==> src/core/hls_pkg.sv <==
/*
 package for the head load sequencer: register map, field positions,
 reset values, timing counts and the pin bundles.
 assumes a 40 MHz core clock and a 32-bit axi4-lite register bus.
*/
package hls_pkg;
	localparam int unsigned CLK_HZ        = 40_000_000;
	localparam int unsigned POLL_TIME_MS  = 30;
	localparam int unsigned POLL_CYCLES   = POLL_TIME_MS * (CLK_HZ / 1000);
	localparam int unsigned DECEL_TIME_US = 100;
	localparam int unsigned DECEL_CYCLES  = DECEL_TIME_US * (CLK_HZ / 1_000_000);
	localparam int unsigned COAST_PULSES  = 100;
	localparam int unsigned CAL_ATTEMPTS  = 2;
	localparam int unsigned HOST_CLR_MAX  = 5;
	localparam int unsigned TMR_W         = 24;

	localparam logic [7:0] ADDR_CTRL    = 8'h00;
	localparam logic [7:0] ADDR_STATUS  = 8'h04;
	localparam logic [7:0] ADDR_TIMEOUT = 8'h08;
	localparam logic [7:0] ADDR_CALIB   = 8'h0c;
	localparam logic [7:0] ADDR_DEMAND  = 8'h10;

	localparam int unsigned CTRL_FCLR_BIT = 0;
	localparam int unsigned CTRL_INIT_BIT = 1;
	localparam logic [TMR_W-1:0] TIMEOUT_RST = 24'h3d0900;

	localparam logic [2:0]  SPIN_SPEED_OK  = 3'h4;
	localparam logic [11:0] DEMAND_ZERO    = 12'h000;
	localparam logic [11:0] DEMAND_ACCEL   = 12'h400;
	localparam logic [11:0] DEMAND_DECEL   = 12'hc00;
	localparam logic [11:0] DEMAND_RETRACT = 12'h300;

	localparam logic [1:0] RESP_OKAY   = 2'h0;
	localparam logic [1:0] RESP_SLVERR = 2'h2;

	typedef struct packed {
		logic       startCond;
		logic [2:0] spinStatus;
		logic       demodActive;
		logic       cylPulse;
		logic       supplyLow;
		logic       panelClear;
		logic       seekDone;
		logic       calError;
		logic       onCylLimits;
		logic [7:0] peakLevel;
	} hls_pins_type;

	typedef struct packed {
		logic spindleRun;
		logic ampEnable;
		logic emergencyPark;
		logic actuatorLock;
		logic servoClear;
	} hls_ctl_type;

	typedef struct packed {
		logic statusRequest;
		logic loadCmd;
		logic homeTrackSeek;
		logic calSeekGo;
	} hls_cmd_type;
endpackage

==> src/core/hls_timeout.sv <==
/*
 loadable timeout counter with a terminal count given at run time.
 assumes load and run come from logic on the same clock.
*/
`timescale 1ns/1ps
module hls_timeout #(
	parameter int unsigned W = 24
) (
	input  wire logic         core_clk,
	input  wire logic         rst,
	input  wire logic         run,
	input  wire logic         load,
	input  wire logic [W-1:0] terminal,
	output logic              expired
);
	logic [W-1:0] cnt_ff;

	assign expired = run && (cnt_ff == terminal);

	always_ff @(posedge core_clk) begin
		if (rst || load || !run)
			cnt_ff <= '0;
		else if (cnt_ff != terminal)
			cnt_ff <= cnt_ff + 1'b1;
	end
endmodule // hls_timeout

==> src/core/hls_sequencer.sv <==
/*
 head load sequencer: spindle start, speed polling, load seek, home track
 seek, calibration, fault handling and emergency park gating, with an
 axi4-lite register slave.
 assumes pins are asynchronous to core_clk and the bus master is on core_clk.
*/
`timescale 1ns/1ps
module hls_sequencer
	import hls_pkg::*;
#(
	parameter int unsigned POLL_CNT = POLL_CYCLES
) (
	input  wire logic                core_clk,
	input  wire logic                rst,
	input  wire hls_pkg::hls_pins_type pins,
	output hls_pkg::hls_ctl_type     ctl,
	output hls_pkg::hls_cmd_type     cmd,
	output logic [1:0]               calKind,
	output logic [11:0]              driveDemand,
	output logic [7:0]               agcLevel,
	output logic [15:0]              forceConst,
	output logic                     inwardChanEn,
	output logic                     outwardChanEn,
	output logic                     initialSeekFault,
	output logic                     trackSettled,
	output logic                     seekComplete,
	output logic                     driveAvailable,
	input  wire logic [7:0]          s_axi_awaddr,
	input  wire logic                s_axi_awvalid,
	output logic                     s_axi_awready,
	input  wire logic [31:0]         s_axi_wdata,
	input  wire logic [3:0]          s_axi_wstrb,
	input  wire logic                s_axi_wvalid,
	output logic                     s_axi_wready,
	output logic [1:0]               s_axi_bresp,
	output logic                     s_axi_bvalid,
	input  wire logic                s_axi_bready,
	input  wire logic [7:0]          s_axi_araddr,
	input  wire logic                s_axi_arvalid,
	output logic                     s_axi_arready,
	output logic [31:0]              s_axi_rdata,
	output logic [1:0]               s_axi_rresp,
	output logic                     s_axi_rvalid,
	input  wire logic                s_axi_rready
);
	import hls_pkg::*;

	typedef enum logic [3:0] {
		ST_IDLE, ST_SPIN, ST_LCHK, ST_ACCEL, ST_COAST, ST_DECEL,
		ST_HOME, ST_CAL, ST_READY, ST_RETRACT, ST_FAULT, ST_EPARK
	} hls_state_type;

	localparam logic [6:0]  COAST_LAST = 7'(COAST_PULSES - 1);
	localparam logic [15:0] DECEL_LAST = 16'(DECEL_CYCLES - 1);
	localparam logic [1:0]  CAL_LAST   = 2'(CAL_ATTEMPTS - 1);
	localparam logic [2:0]  HCLR_MAX   = 3'(HOST_CLR_MAX);

	// two-stage synchroniser; only stage two is read
	hls_pins_type pinS1_ff, pinS2_ff, p;
	logic         cylPrev_ff, doneePrev_ff, panelPrev_ff;

	hls_state_type state_ff, nxt_state;
	hls_ctl_type   ctl_ff, nxt_ctl;
	hls_cmd_type   cmd_ff, nxt_cmd;
	logic [1:0]    calPhase_ff, nxt_calPhase;
	logic [1:0]    calTry_ff, nxt_calTry;
	logic [6:0]    pulseCnt_ff, nxt_pulseCnt;
	logic [15:0]   decelCnt_ff, nxt_decelCnt;
	logic [2:0]    hostClr_ff, nxt_hostClr;
	logic [11:0]   demand_ff, nxt_demandVal;
	logic          demandStrobe;
	logic          faultPend_ff, nxt_faultPend;
	logic          fault_ff, nxt_fault;
	logic          settled_ff, nxt_settled;
	logic          avail_ff, nxt_avail;
	logic          posErr_ff, nxt_posErr;
	logic [7:0]    agc_ff;
	logic [15:0]   force_ff, tpt_ff;
	logic          initDone_ff;
	logic [TMR_W-1:0] timeout_ff;

	logic          wdLoad, wdExp, pollExp;
	logic          cylRise, doneRise, panelRise;
	logic          speedOk, hostClrOk, contSeek;
	wire           wdRun   = state_ff inside {ST_ACCEL, ST_COAST, ST_DECEL, ST_HOME, ST_CAL, ST_RETRACT};
	wire           pollRun = state_ff inside {ST_SPIN, ST_READY};

	assign p = pinS2_ff;
	assign cylRise   = p.cylPulse && !cylPrev_ff;
	assign doneRise  = p.seekDone && !doneePrev_ff;
	assign panelRise = p.panelClear && !panelPrev_ff;
	assign speedOk   = (p.spinStatus == SPIN_SPEED_OK);
	assign contSeek  = (state_ff == ST_CAL) && calPhase_ff[1];

	always_ff @(posedge core_clk) begin
		pinS1_ff     <= pins;
		pinS2_ff     <= pinS1_ff;
		cylPrev_ff   <= pinS2_ff.cylPulse;
		doneePrev_ff <= pinS2_ff.seekDone;
		panelPrev_ff <= pinS2_ff.panelClear;
	end

	hls_timeout #(.W(TMR_W)) u_watchdog (
		.core_clk (core_clk),
		.rst      (rst),
		.run      (wdRun),
		.load     (wdLoad),
		.terminal (timeout_ff),
		.expired  (wdExp)
	);

	hls_timeout #(.W(TMR_W)) u_poll (
		.core_clk (core_clk),
		.rst      (rst),
		.run      (pollRun),
		.load     (pollExp),
		.terminal (TMR_W'(POLL_CNT - 1)),
		.expired  (pollExp)
	);

	// axi4-lite slave: address and data taken in either order
	logic       awHeld_ff, wHeld_ff, bvalid_ff, rvalid_ff;
	logic [7:0] awAddr_ff;
	logic [31:0] wData_ff, rdata_ff;
	logic [3:0] wStrb_ff;
	logic [1:0] bresp_ff, rresp_ff;
	wire        doWrite  = awHeld_ff && wHeld_ff && !bvalid_ff;
	wire        doRead   = s_axi_arvalid && s_axi_arready;
	wire        wrCtrl   = doWrite && (awAddr_ff == ADDR_CTRL) && wStrb_ff[0];
	wire        wrTmo    = doWrite && (awAddr_ff == ADDR_TIMEOUT);
	wire        wrMapped = awAddr_ff inside {ADDR_CTRL, ADDR_STATUS, ADDR_TIMEOUT, ADDR_CALIB, ADDR_DEMAND};
	wire        hostClr  = wrCtrl && wData_ff[CTRL_FCLR_BIT];
	wire [31:0] statusWord = {20'h0, ctl_ff.spindleRun, calTry_ff, hostClr_ff,
	                          ctl_ff.emergencyPark, posErr_ff, avail_ff, settled_ff, settled_ff, fault_ff};
	wire [31:0] rdMux =
		(s_axi_araddr == ADDR_CTRL)    ? {30'h0, initDone_ff, 1'b0} :
		(s_axi_araddr == ADDR_STATUS)  ? statusWord :
		(s_axi_araddr == ADDR_TIMEOUT) ? {8'h0, timeout_ff} :
		(s_axi_araddr == ADDR_CALIB)   ? {8'h0, force_ff, agc_ff} :
		(s_axi_araddr == ADDR_DEMAND)  ? {20'h0, demand_ff} : 32'h0;
	wire        rdMapped = s_axi_araddr inside {ADDR_CTRL, ADDR_STATUS, ADDR_TIMEOUT, ADDR_CALIB, ADDR_DEMAND};

	assign s_axi_awready = !awHeld_ff && !bvalid_ff;
	assign s_axi_wready  = !wHeld_ff && !bvalid_ff;
	assign s_axi_bvalid  = bvalid_ff;
	assign s_axi_bresp   = bresp_ff;
	assign s_axi_arready = !rvalid_ff;
	assign s_axi_rvalid  = rvalid_ff;
	assign s_axi_rdata   = rdata_ff;
	assign s_axi_rresp   = rresp_ff;

	always_ff @(posedge core_clk) begin
		if (rst) begin
			awHeld_ff <= 1'b0;
			wHeld_ff  <= 1'b0;
			bvalid_ff <= 1'b0;
			awAddr_ff <= 8'h00;
			wData_ff  <= 32'h0;
			wStrb_ff  <= 4'h0;
			bresp_ff  <= RESP_OKAY;
		end else begin
			if (s_axi_awvalid && s_axi_awready) begin
				awHeld_ff <= 1'b1;
				awAddr_ff <= s_axi_awaddr;
			end
			if (s_axi_wvalid && s_axi_wready) begin
				wHeld_ff <= 1'b1;
				wData_ff <= s_axi_wdata;
				wStrb_ff <= s_axi_wstrb;
			end
			if (doWrite) begin
				awHeld_ff <= 1'b0;
				wHeld_ff  <= 1'b0;
				bvalid_ff <= 1'b1;
				bresp_ff  <= wrMapped ? RESP_OKAY : RESP_SLVERR;
			end else if (bvalid_ff && s_axi_bready)
				bvalid_ff <= 1'b0;
		end
	end

	always_ff @(posedge core_clk) begin
		if (rst) begin
			rvalid_ff <= 1'b0;
			rdata_ff  <= 32'h0;
			rresp_ff  <= RESP_OKAY;
		end else if (doRead) begin
			rvalid_ff <= 1'b1;
			rdata_ff  <= rdMux;
			rresp_ff  <= rdMapped ? RESP_OKAY : RESP_SLVERR;
		end else if (rvalid_ff && s_axi_rready)
			rvalid_ff <= 1'b0;
	end

	// software-written setup: init-done gate and the supervision terminal count
	always_ff @(posedge core_clk) begin
		if (rst) begin
			initDone_ff <= 1'b0;
			timeout_ff  <= TIMEOUT_RST;
		end else begin
			if (wrCtrl)
				initDone_ff <= wData_ff[CTRL_INIT_BIT];
			for (int i = 0; i < 3; i++)
				if (wrTmo && wStrb_ff[i])
					timeout_ff[i*8 +: 8] <= wData_ff[i*8 +: 8];
		end
	end

	assign hostClrOk = hostClr && (hostClr_ff < HCLR_MAX);

	always_comb begin
		nxt_state     = state_ff;
		nxt_ctl       = ctl_ff;
		nxt_cmd       = '0;
		nxt_calPhase  = calPhase_ff;
		nxt_calTry    = calTry_ff;
		nxt_pulseCnt  = pulseCnt_ff;
		nxt_decelCnt  = decelCnt_ff;
		nxt_hostClr   = hostClr_ff;
		nxt_demandVal = demand_ff;
		demandStrobe  = 1'b0;
		nxt_faultPend = faultPend_ff;
		nxt_fault     = fault_ff;
		nxt_settled   = settled_ff;
		nxt_avail     = avail_ff;
		nxt_posErr    = posErr_ff;
		wdLoad        = 1'b0;
		nxt_cmd.statusRequest = pollExp;
		case (state_ff)
			ST_IDLE: if (initDone_ff && p.startCond) begin
				nxt_ctl.spindleRun = 1'b1;
				nxt_state = ST_SPIN;
			end
			ST_SPIN: if (!p.startCond) begin
				nxt_ctl.spindleRun = 1'b0;
				nxt_state = ST_IDLE;
			end else if (pollExp && speedOk) begin
				nxt_ctl.ampEnable    = 1'b1;
				nxt_ctl.actuatorLock = 1'b0;
				nxt_ctl.servoClear   = 1'b0;
				nxt_cmd.loadCmd      = 1'b1;
				nxt_state = ST_LCHK;
			end
			ST_LCHK: if (p.demodActive) begin
				nxt_faultPend = 1'b1;
				nxt_state = ST_RETRACT;
			end else begin
				nxt_demandVal = DEMAND_ACCEL;
				demandStrobe  = 1'b1;
				wdLoad = 1'b1;
				nxt_state = ST_ACCEL;
			end
			ST_ACCEL: if (p.demodActive) begin
				nxt_demandVal = DEMAND_ZERO;
				demandStrobe  = 1'b1;
				nxt_pulseCnt  = 7'h00;
				nxt_state = ST_COAST;
			end
			ST_COAST: if (cylRise) begin
				nxt_pulseCnt = pulseCnt_ff + 7'h01;
				if (pulseCnt_ff == COAST_LAST) begin
					nxt_demandVal = DEMAND_DECEL;
					demandStrobe  = 1'b1;
					nxt_decelCnt  = 16'h0000;
					nxt_state = ST_DECEL;
				end
			end
			ST_DECEL: begin
				nxt_decelCnt = decelCnt_ff + 16'h0001;
				if (decelCnt_ff == DECEL_LAST) begin
					nxt_demandVal = DEMAND_ZERO;
					demandStrobe  = 1'b1;
					nxt_cmd.homeTrackSeek = 1'b1;
					wdLoad = 1'b1;
					nxt_state = ST_HOME;
				end
			end
			ST_HOME: if (doneRise) begin
				nxt_calPhase = 2'h0;
				nxt_calTry   = 2'h0;
				nxt_cmd.calSeekGo = 1'b1;
				wdLoad = 1'b1;
				nxt_state = ST_CAL;
			end
			ST_CAL: if (p.calError || wdExp) begin
				if (calTry_ff == CAL_LAST) begin
					nxt_faultPend = 1'b1;
					wdLoad = 1'b1;
					nxt_state = ST_RETRACT;
				end else begin
					nxt_calTry   = calTry_ff + 2'h1;
					nxt_calPhase = 2'h0;
					nxt_cmd.calSeekGo = 1'b1;
					wdLoad = 1'b1;
				end
			end else if (doneRise) begin
				wdLoad = 1'b1;
				if (calPhase_ff == 2'h3) begin
					nxt_settled = 1'b1;
					nxt_avail   = 1'b1;
					nxt_posErr  = 1'b0;
					nxt_state = ST_READY;
				end else begin
					nxt_calPhase = calPhase_ff + 2'h1;
					nxt_cmd.calSeekGo = 1'b1;
				end
			end
			ST_READY: begin
				if (!p.onCylLimits) begin
					nxt_settled = 1'b0;
					nxt_posErr  = 1'b1;
				end
				if (!p.startCond || (pollExp && !speedOk)) begin
					nxt_settled = 1'b0;
					nxt_avail   = 1'b0;
					nxt_faultPend = 1'b0;
					wdLoad = 1'b1;
					nxt_state = ST_RETRACT;
				end
			end
			ST_RETRACT: if (!p.demodActive || wdExp) begin
				nxt_demandVal = DEMAND_ZERO;
				demandStrobe  = 1'b1;
				nxt_ctl.ampEnable    = 1'b0;
				nxt_ctl.actuatorLock = 1'b1;
				nxt_fault = faultPend_ff;
				nxt_ctl.spindleRun = faultPend_ff;
				nxt_state = faultPend_ff ? ST_FAULT : ST_IDLE;
			end else if (demand_ff != DEMAND_RETRACT) begin
				nxt_demandVal = DEMAND_RETRACT;
				demandStrobe  = 1'b1;
			end
			ST_FAULT: if (panelRise || hostClrOk) begin
				nxt_fault     = 1'b0;
				nxt_faultPend = 1'b0;
				nxt_posErr    = 1'b0;
				if (hostClrOk)
					nxt_hostClr = hostClr_ff + 3'h1;
				nxt_state = ST_SPIN;
			end
			ST_EPARK: if (!p.supplyLow) begin
				nxt_ctl.emergencyPark = 1'b0;
				nxt_ctl.spindleRun    = 1'b0;
				nxt_state = ST_IDLE;
			end
			default: nxt_state = ST_IDLE;
		endcase
		// load supervision: heads-loaded and on-track must each come in time
		if (wdExp && (state_ff inside {ST_ACCEL, ST_COAST, ST_DECEL, ST_HOME})) begin
			nxt_faultPend = 1'b1;
			wdLoad = 1'b1;
			nxt_state = ST_RETRACT;
		end
		if (p.supplyLow && state_ff != ST_EPARK) begin
			nxt_ctl.ampEnable     = 1'b0;
			nxt_ctl.emergencyPark = 1'b1;
			nxt_ctl.servoClear    = 1'b1;
			nxt_settled = 1'b0;
			nxt_avail   = 1'b0;
			nxt_state = ST_EPARK;
		end
	end

	always_ff @(posedge core_clk) begin
		if (rst) begin
			state_ff     <= ST_IDLE;
			ctl_ff       <= '{spindleRun: 1'b0, ampEnable: 1'b0, emergencyPark: 1'b0,
			                  actuatorLock: 1'b1, servoClear: 1'b1};
			cmd_ff       <= '0;
			calPhase_ff  <= 2'h0;
			calTry_ff    <= 2'h0;
			pulseCnt_ff  <= 7'h00;
			decelCnt_ff  <= 16'h0000;
			hostClr_ff   <= 3'h0;
			faultPend_ff <= 1'b0;
			fault_ff     <= 1'b0;
			settled_ff   <= 1'b0;
			avail_ff     <= 1'b0;
			posErr_ff    <= 1'b0;
		end else begin
			state_ff     <= nxt_state;
			ctl_ff       <= nxt_ctl;
			cmd_ff       <= nxt_cmd;
			calPhase_ff  <= nxt_calPhase;
			calTry_ff    <= nxt_calTry;
			pulseCnt_ff  <= nxt_pulseCnt;
			decelCnt_ff  <= nxt_decelCnt;
			hostClr_ff   <= nxt_hostClr;
			faultPend_ff <= nxt_faultPend;
			fault_ff     <= nxt_fault;
			settled_ff   <= nxt_settled;
			avail_ff     <= nxt_avail;
			posErr_ff    <= nxt_posErr;
		end
	end

	// demand register: clear wins over a strobe so no force is commanded from the cycle after servoClear is set
	always_ff @(posedge core_clk) begin
		if (rst || ctl_ff.servoClear)
			demand_ff <= DEMAND_ZERO;
		else if (demandStrobe)
			demand_ff <= nxt_demandVal;
	end

	// calibration measurements during the continuous seeks
	always_ff @(posedge core_clk) begin
		if (rst) begin
			agc_ff   <= 8'h00;
			force_ff <= 16'h0000;
			tpt_ff   <= 16'h0000;
		end else if (contSeek && cylRise) begin
			agc_ff   <= p.peakLevel;
			force_ff <= tpt_ff;
			// the rise cycle already belongs to the new track
			tpt_ff   <= 16'h0001;
		end else if (contSeek && tpt_ff != 16'hffff)
			tpt_ff <= tpt_ff + 16'h0001;
	end

	assign ctl              = ctl_ff;
	assign cmd              = cmd_ff;
	assign calKind          = calPhase_ff;
	assign driveDemand      = demand_ff;
	assign agcLevel         = agc_ff;
	assign forceConst       = force_ff;
	// park with amplifier off: the inward channel stays up on its own bias
	assign outwardChanEn    = ctl_ff.ampEnable && !ctl_ff.emergencyPark;
	assign inwardChanEn     = ctl_ff.ampEnable || ctl_ff.emergencyPark;
	assign initialSeekFault = fault_ff;
	assign trackSettled     = settled_ff;
	assign seekComplete     = settled_ff || fault_ff;
	assign driveAvailable   = avail_ff;
endmodule // hls_sequencer

==> config.mk <==
export PLATFORM = sky130hd
export DESIGN_NAME = hls_sequencer
export DESIGN_NICKNAME = d
export VERILOG_FILES = /design/src/core/hls_pkg.sv /design/src/core/hls_timeout.sv /design/src/core/hls_sequencer.sv
export SDC_FILE = /design/constraint.sdc
export NUM_CORES = 1
export LEC_CHECK = 0
export BUFFER_PORTS_ARGS = -buffer_cell sky130_fd_sc_hd__clkbuf_2
export CORE_MARGIN = 10
export CORE_UTILIZATION = 30
export DETAILED_ROUTE_END_ITERATION = 10
export SLEW_MARGIN = 20
export SYNTH_ARGS = -nofsm -noshare
export SYNTH_HDL_FRONTEND = slang
export SYNTH_SLANG_ARGS = --single-unit
export TNS_END_PERCENT = 30
==> constraint.sdc <==
create_clock -name core_clk -period 4.7 [get_ports core_clk]
set_input_delay 0.705 -clock core_clk [delete_from_list [all_inputs] [get_ports core_clk]]
set_output_delay 0.705 -clock core_clk [all_outputs]
set_load 0.05 [all_outputs]
==> flow_summary.json <==
{
  "outcome": "finished clean",
  "pwr-share-seq_pct": 45.2,
  "min_period_over_period_pct": 68.4,
  "cts_resized": 0,
  "tritoncts": "built",
  "diodes": 0,
  "crit_start": "state_ff[1]",
  "rrSetupSlack_ps": 1490,
  "cts.path.max_buffers": 3,
  "io_buffers": 144,
  "pwr-share-clk_pct": 41.6,
  "drive_gt1_share_pct": 15.5,
  "p_comb_share_pct": 13.2,
  "syn_area_per_cell_um2": 8.69,
  "arrival_ps": 3680,
  "clk_pin_slew_ps": 60,
  "p_sw_share_pct": 27.3,
  "overflow": 0,
  "wl_mm": 33.0,
  "fmax_mhz": 311,
  "path_class": "register to register",
  "async_flop_share_pct": 0,
  "synth_compound_area_share_pct": 12.7,
  "io-pin-count": 172,
  "synth_ff_type": "dfxtp_1",
  "r2r_end": "tpt_ff[9]",
  "dieArea_um2": 46300,
  "core_um2": 37600,
  "hp-class": "primary input to register",
  "ys_types": 77,
  "yosysTopAreaCell": "dfxtp_1",
  "critPathRequiredTime_ps": 5170,
  "drt-pass1-iter-count": 5,
  "place_hpwl_mm": 24.4,
  "synth_edf_count": 0,
  "hold_ws_ps": 248,
  "cp_slowest_stage_delay_ps": 780,
  "maxSlewHeadroom_pct": 30.6,
  "period_needed_ps": 3210,
  "ant_nets": 0,
  "fin_nets": 1521,
  "cts_max_level": 1,
  "grt_setup_unrepaired": "no",
  "synth_area_um2": 11400,
  "initial_core_util_pct": 30.4,
  "grt_max_degree": 89,
  "finalHoldViolCount": 0,
  "die_h_um": 215,
  "crit_chain": "and4b_1 > nand2_1 > a41oi_1 > nand3_1 > or3_1 > a21oi_1",
  "p_int_w": 0.00397,
  "clock_latency_ps": 560,
  "routedWlPerCell_um": 16.8,
  "netlist_top_cells_area": "dfxtp_1, nand2_1, nor2_1",
  "critPathLaunchType": "register",
  "synth-simple-area-share_pct": 23.2,
  "numCtsBuffers": 28,
  "power_density_nw_per_um2": 406,
  "yosysSeqAreaShare_pct": 47.3,
  "hold_buffers": 0,
  "final_max_slew_viol_count": 0,
  "endpoint_kind": "register",
  "cts_sinks": 270,
  "rows": 71,
  "synth_top_family_by_area": "simple AND/OR/NAND/NOR gates",
  "die_w_um": 215,
  "grt_pass1_wl_mm": 52.0,
  "power_switching_w": 0.00149,
  "antenna_found_initial": 0,
  "fin_tns_setup_ps": 0,
  "peakVddDrop_mv": 0.280,
  "yosys_warnings": 0,
  "drtIter0Drc": 621,
  "synth_top_area_share_pct": 47.3,
  "grt_pass1_vias": 9128,
  "synth_fa_ha_area_share_pct": 1.10,
  "final-setup-viol-count": 0,
  "place_congestion": 0.904,
  "cap_violations": 0,
  "vias": 9660,
  "crit_fanout": 21,
  "postCtsSetupBuffers": 0,
  "drc": 0,
  "root_buffer": "clkbuf_16",
  "hold_depth": 1,
  "reg2reg_depth": 6,
  "muxShareOfSynthArea_pct": 3.67,
  "area_growth_pct": 17.8,
  "p_leak_nw": 5.19,
  "final_common_cell": "dfxtp_1",
  "worstReg2RegStart": "state_ff[1]",
  "skew_ps": 10.1,
  "endpoint": "tpt_ff[9]",
  "grtUsageTotal_pct": 13.7,
  "synthXorXnorAreaFrac_pct": 7.36,
  "worst_pin_slew_ps": 1040,
  "viasPerCell": 4.92,
  "layout_common_cells": "dfxtp_1, nand2_1, nor2_1",
  "ys_seq_elements": 270,
  "crit_slowest_cell": "dfxtp_1",
  "syn_inst": 1315
}
==> worst max-delay path: cells and delay by family (launching register included) <==
family          cells  cell delay (ps)
flops               1              780
simple gates        4             1490
compound gates      2              840
==> flip-flops by register name, indices dropped and copies added, names as in the netlist, 2 cells and up <==
register / flops
calTry_ff: 2
pinS1_ff: 19
ctl: 5
u_poll.cnt_ff: 24
cmd: 4
decelCnt_ff: 16
driveDemand: 3
p: 19
agcLevel: 8
wStrb_ff: 3
wData_ff: 24
pulseCnt_ff: 7
forceConst: 16
awAddr_ff: 8
s_axi_rdata: 24
timeout_ff: 24
tpt_ff: 16
u_watchdog.cnt_ff: 24
calKind: 2
state_ff: 4
hostClr_ff: 3
==> synth_stat cells, types with 7 or more instances <==
cell and n:
a22o_1 19, and3_1 14, mux2_2 7, a211oi_1 11
nand2_1 197, nand3_1 42, ha_1 10, nand4_1 27
xnor2_1 52, or3_1 18, a22oi_1 19, mux2i_1 34
o21ai_0 26, and2_1 10, nor2b_1 13, nor4_1 7
nor3_1 22, a21oi_1 105, dfxtp_1 270, clkbuf_1 52
inv_1 27, xor2_1 44, nand2b_1 7, buf_4 20
and4_1 9, nor2_1 157
==> layout make-up <==
class	count	area (µm²)
flip-flops and latches	270	5410
fillers	3856	24100
clock buffers	40	806
inverters	27	101
multi-input cells	952	5560
repair buffers	154	798
well taps	511	639
clock inverters	11	146
==> layer usage <==
layer	wire length (µm)	GRT usage [%]
met5	0	0
met1	15700	18.9
met4	495	3.26
met2	14700	21.5
met3	2080	2.84
==> cell families (layout without fill, tap and decap cells) <==
kind of cell / Yosys count / after routing
other: 1 / 18
DFF: 270 / 270
buffers and inverters: 110 / 232
and+or+nand+nor: 560 / 560
AOI/OAI and AO/OA: 227 / 227
muxes: 41 / 41
adders and majority gates: 10 / 10
xor gates and xnor gates: 96 / 96
==> power by group through the flow <==
stage | Combinational (W) | Clock [W] | Sequential [W]
after floorplan | 0.000574 | 0 | 0.00249
after global placement | 0.000704 | 0 | 0.00252
after detailed placement | 0.000710 | 0 | 0.00252
after CTS | 0.000714 | 0.00232 | 0.00247
final | 0.000722 | 0.00227 | 0.00247
after global routing | 0.000787 | 0.00243 | 0.00248
==> per-stage QoR <==
stage          area, µm²  std cells  power, W  utilization (%)  worst slack, ps
4_1_cts            13500       1965   0.00551             35.8             1560
3_3_place_gp       12500       1914   0.00322             33.3             1350
2_1_floorplan      11500       1332   0.00306                -             2030
5_1_grt            13500       1965   0.00570             35.8             1330
3_5_place_dp       12500       1914   0.00323             33.3             1350
6_report           13500       1965   0.00547             35.8             1490
==> worst min-delay path by stage <==
stage / startpoint / endpoint / slack, ps
after floorplan: pinS1_ff[0] / p[0] / 310
after global placement: pinS1_ff[7] / p[7] / 310
after detailed placement: pinS1_ff[2] / p[2] / 310
after CTS: pins[6] / pinS1_ff[6] / 230
after global routing: pins[0] / pinS1_ff[0] / 230
final: pins[7] / pinS1_ff[7] / 250
Note: power is estimated with default switching activity, not from simulation.
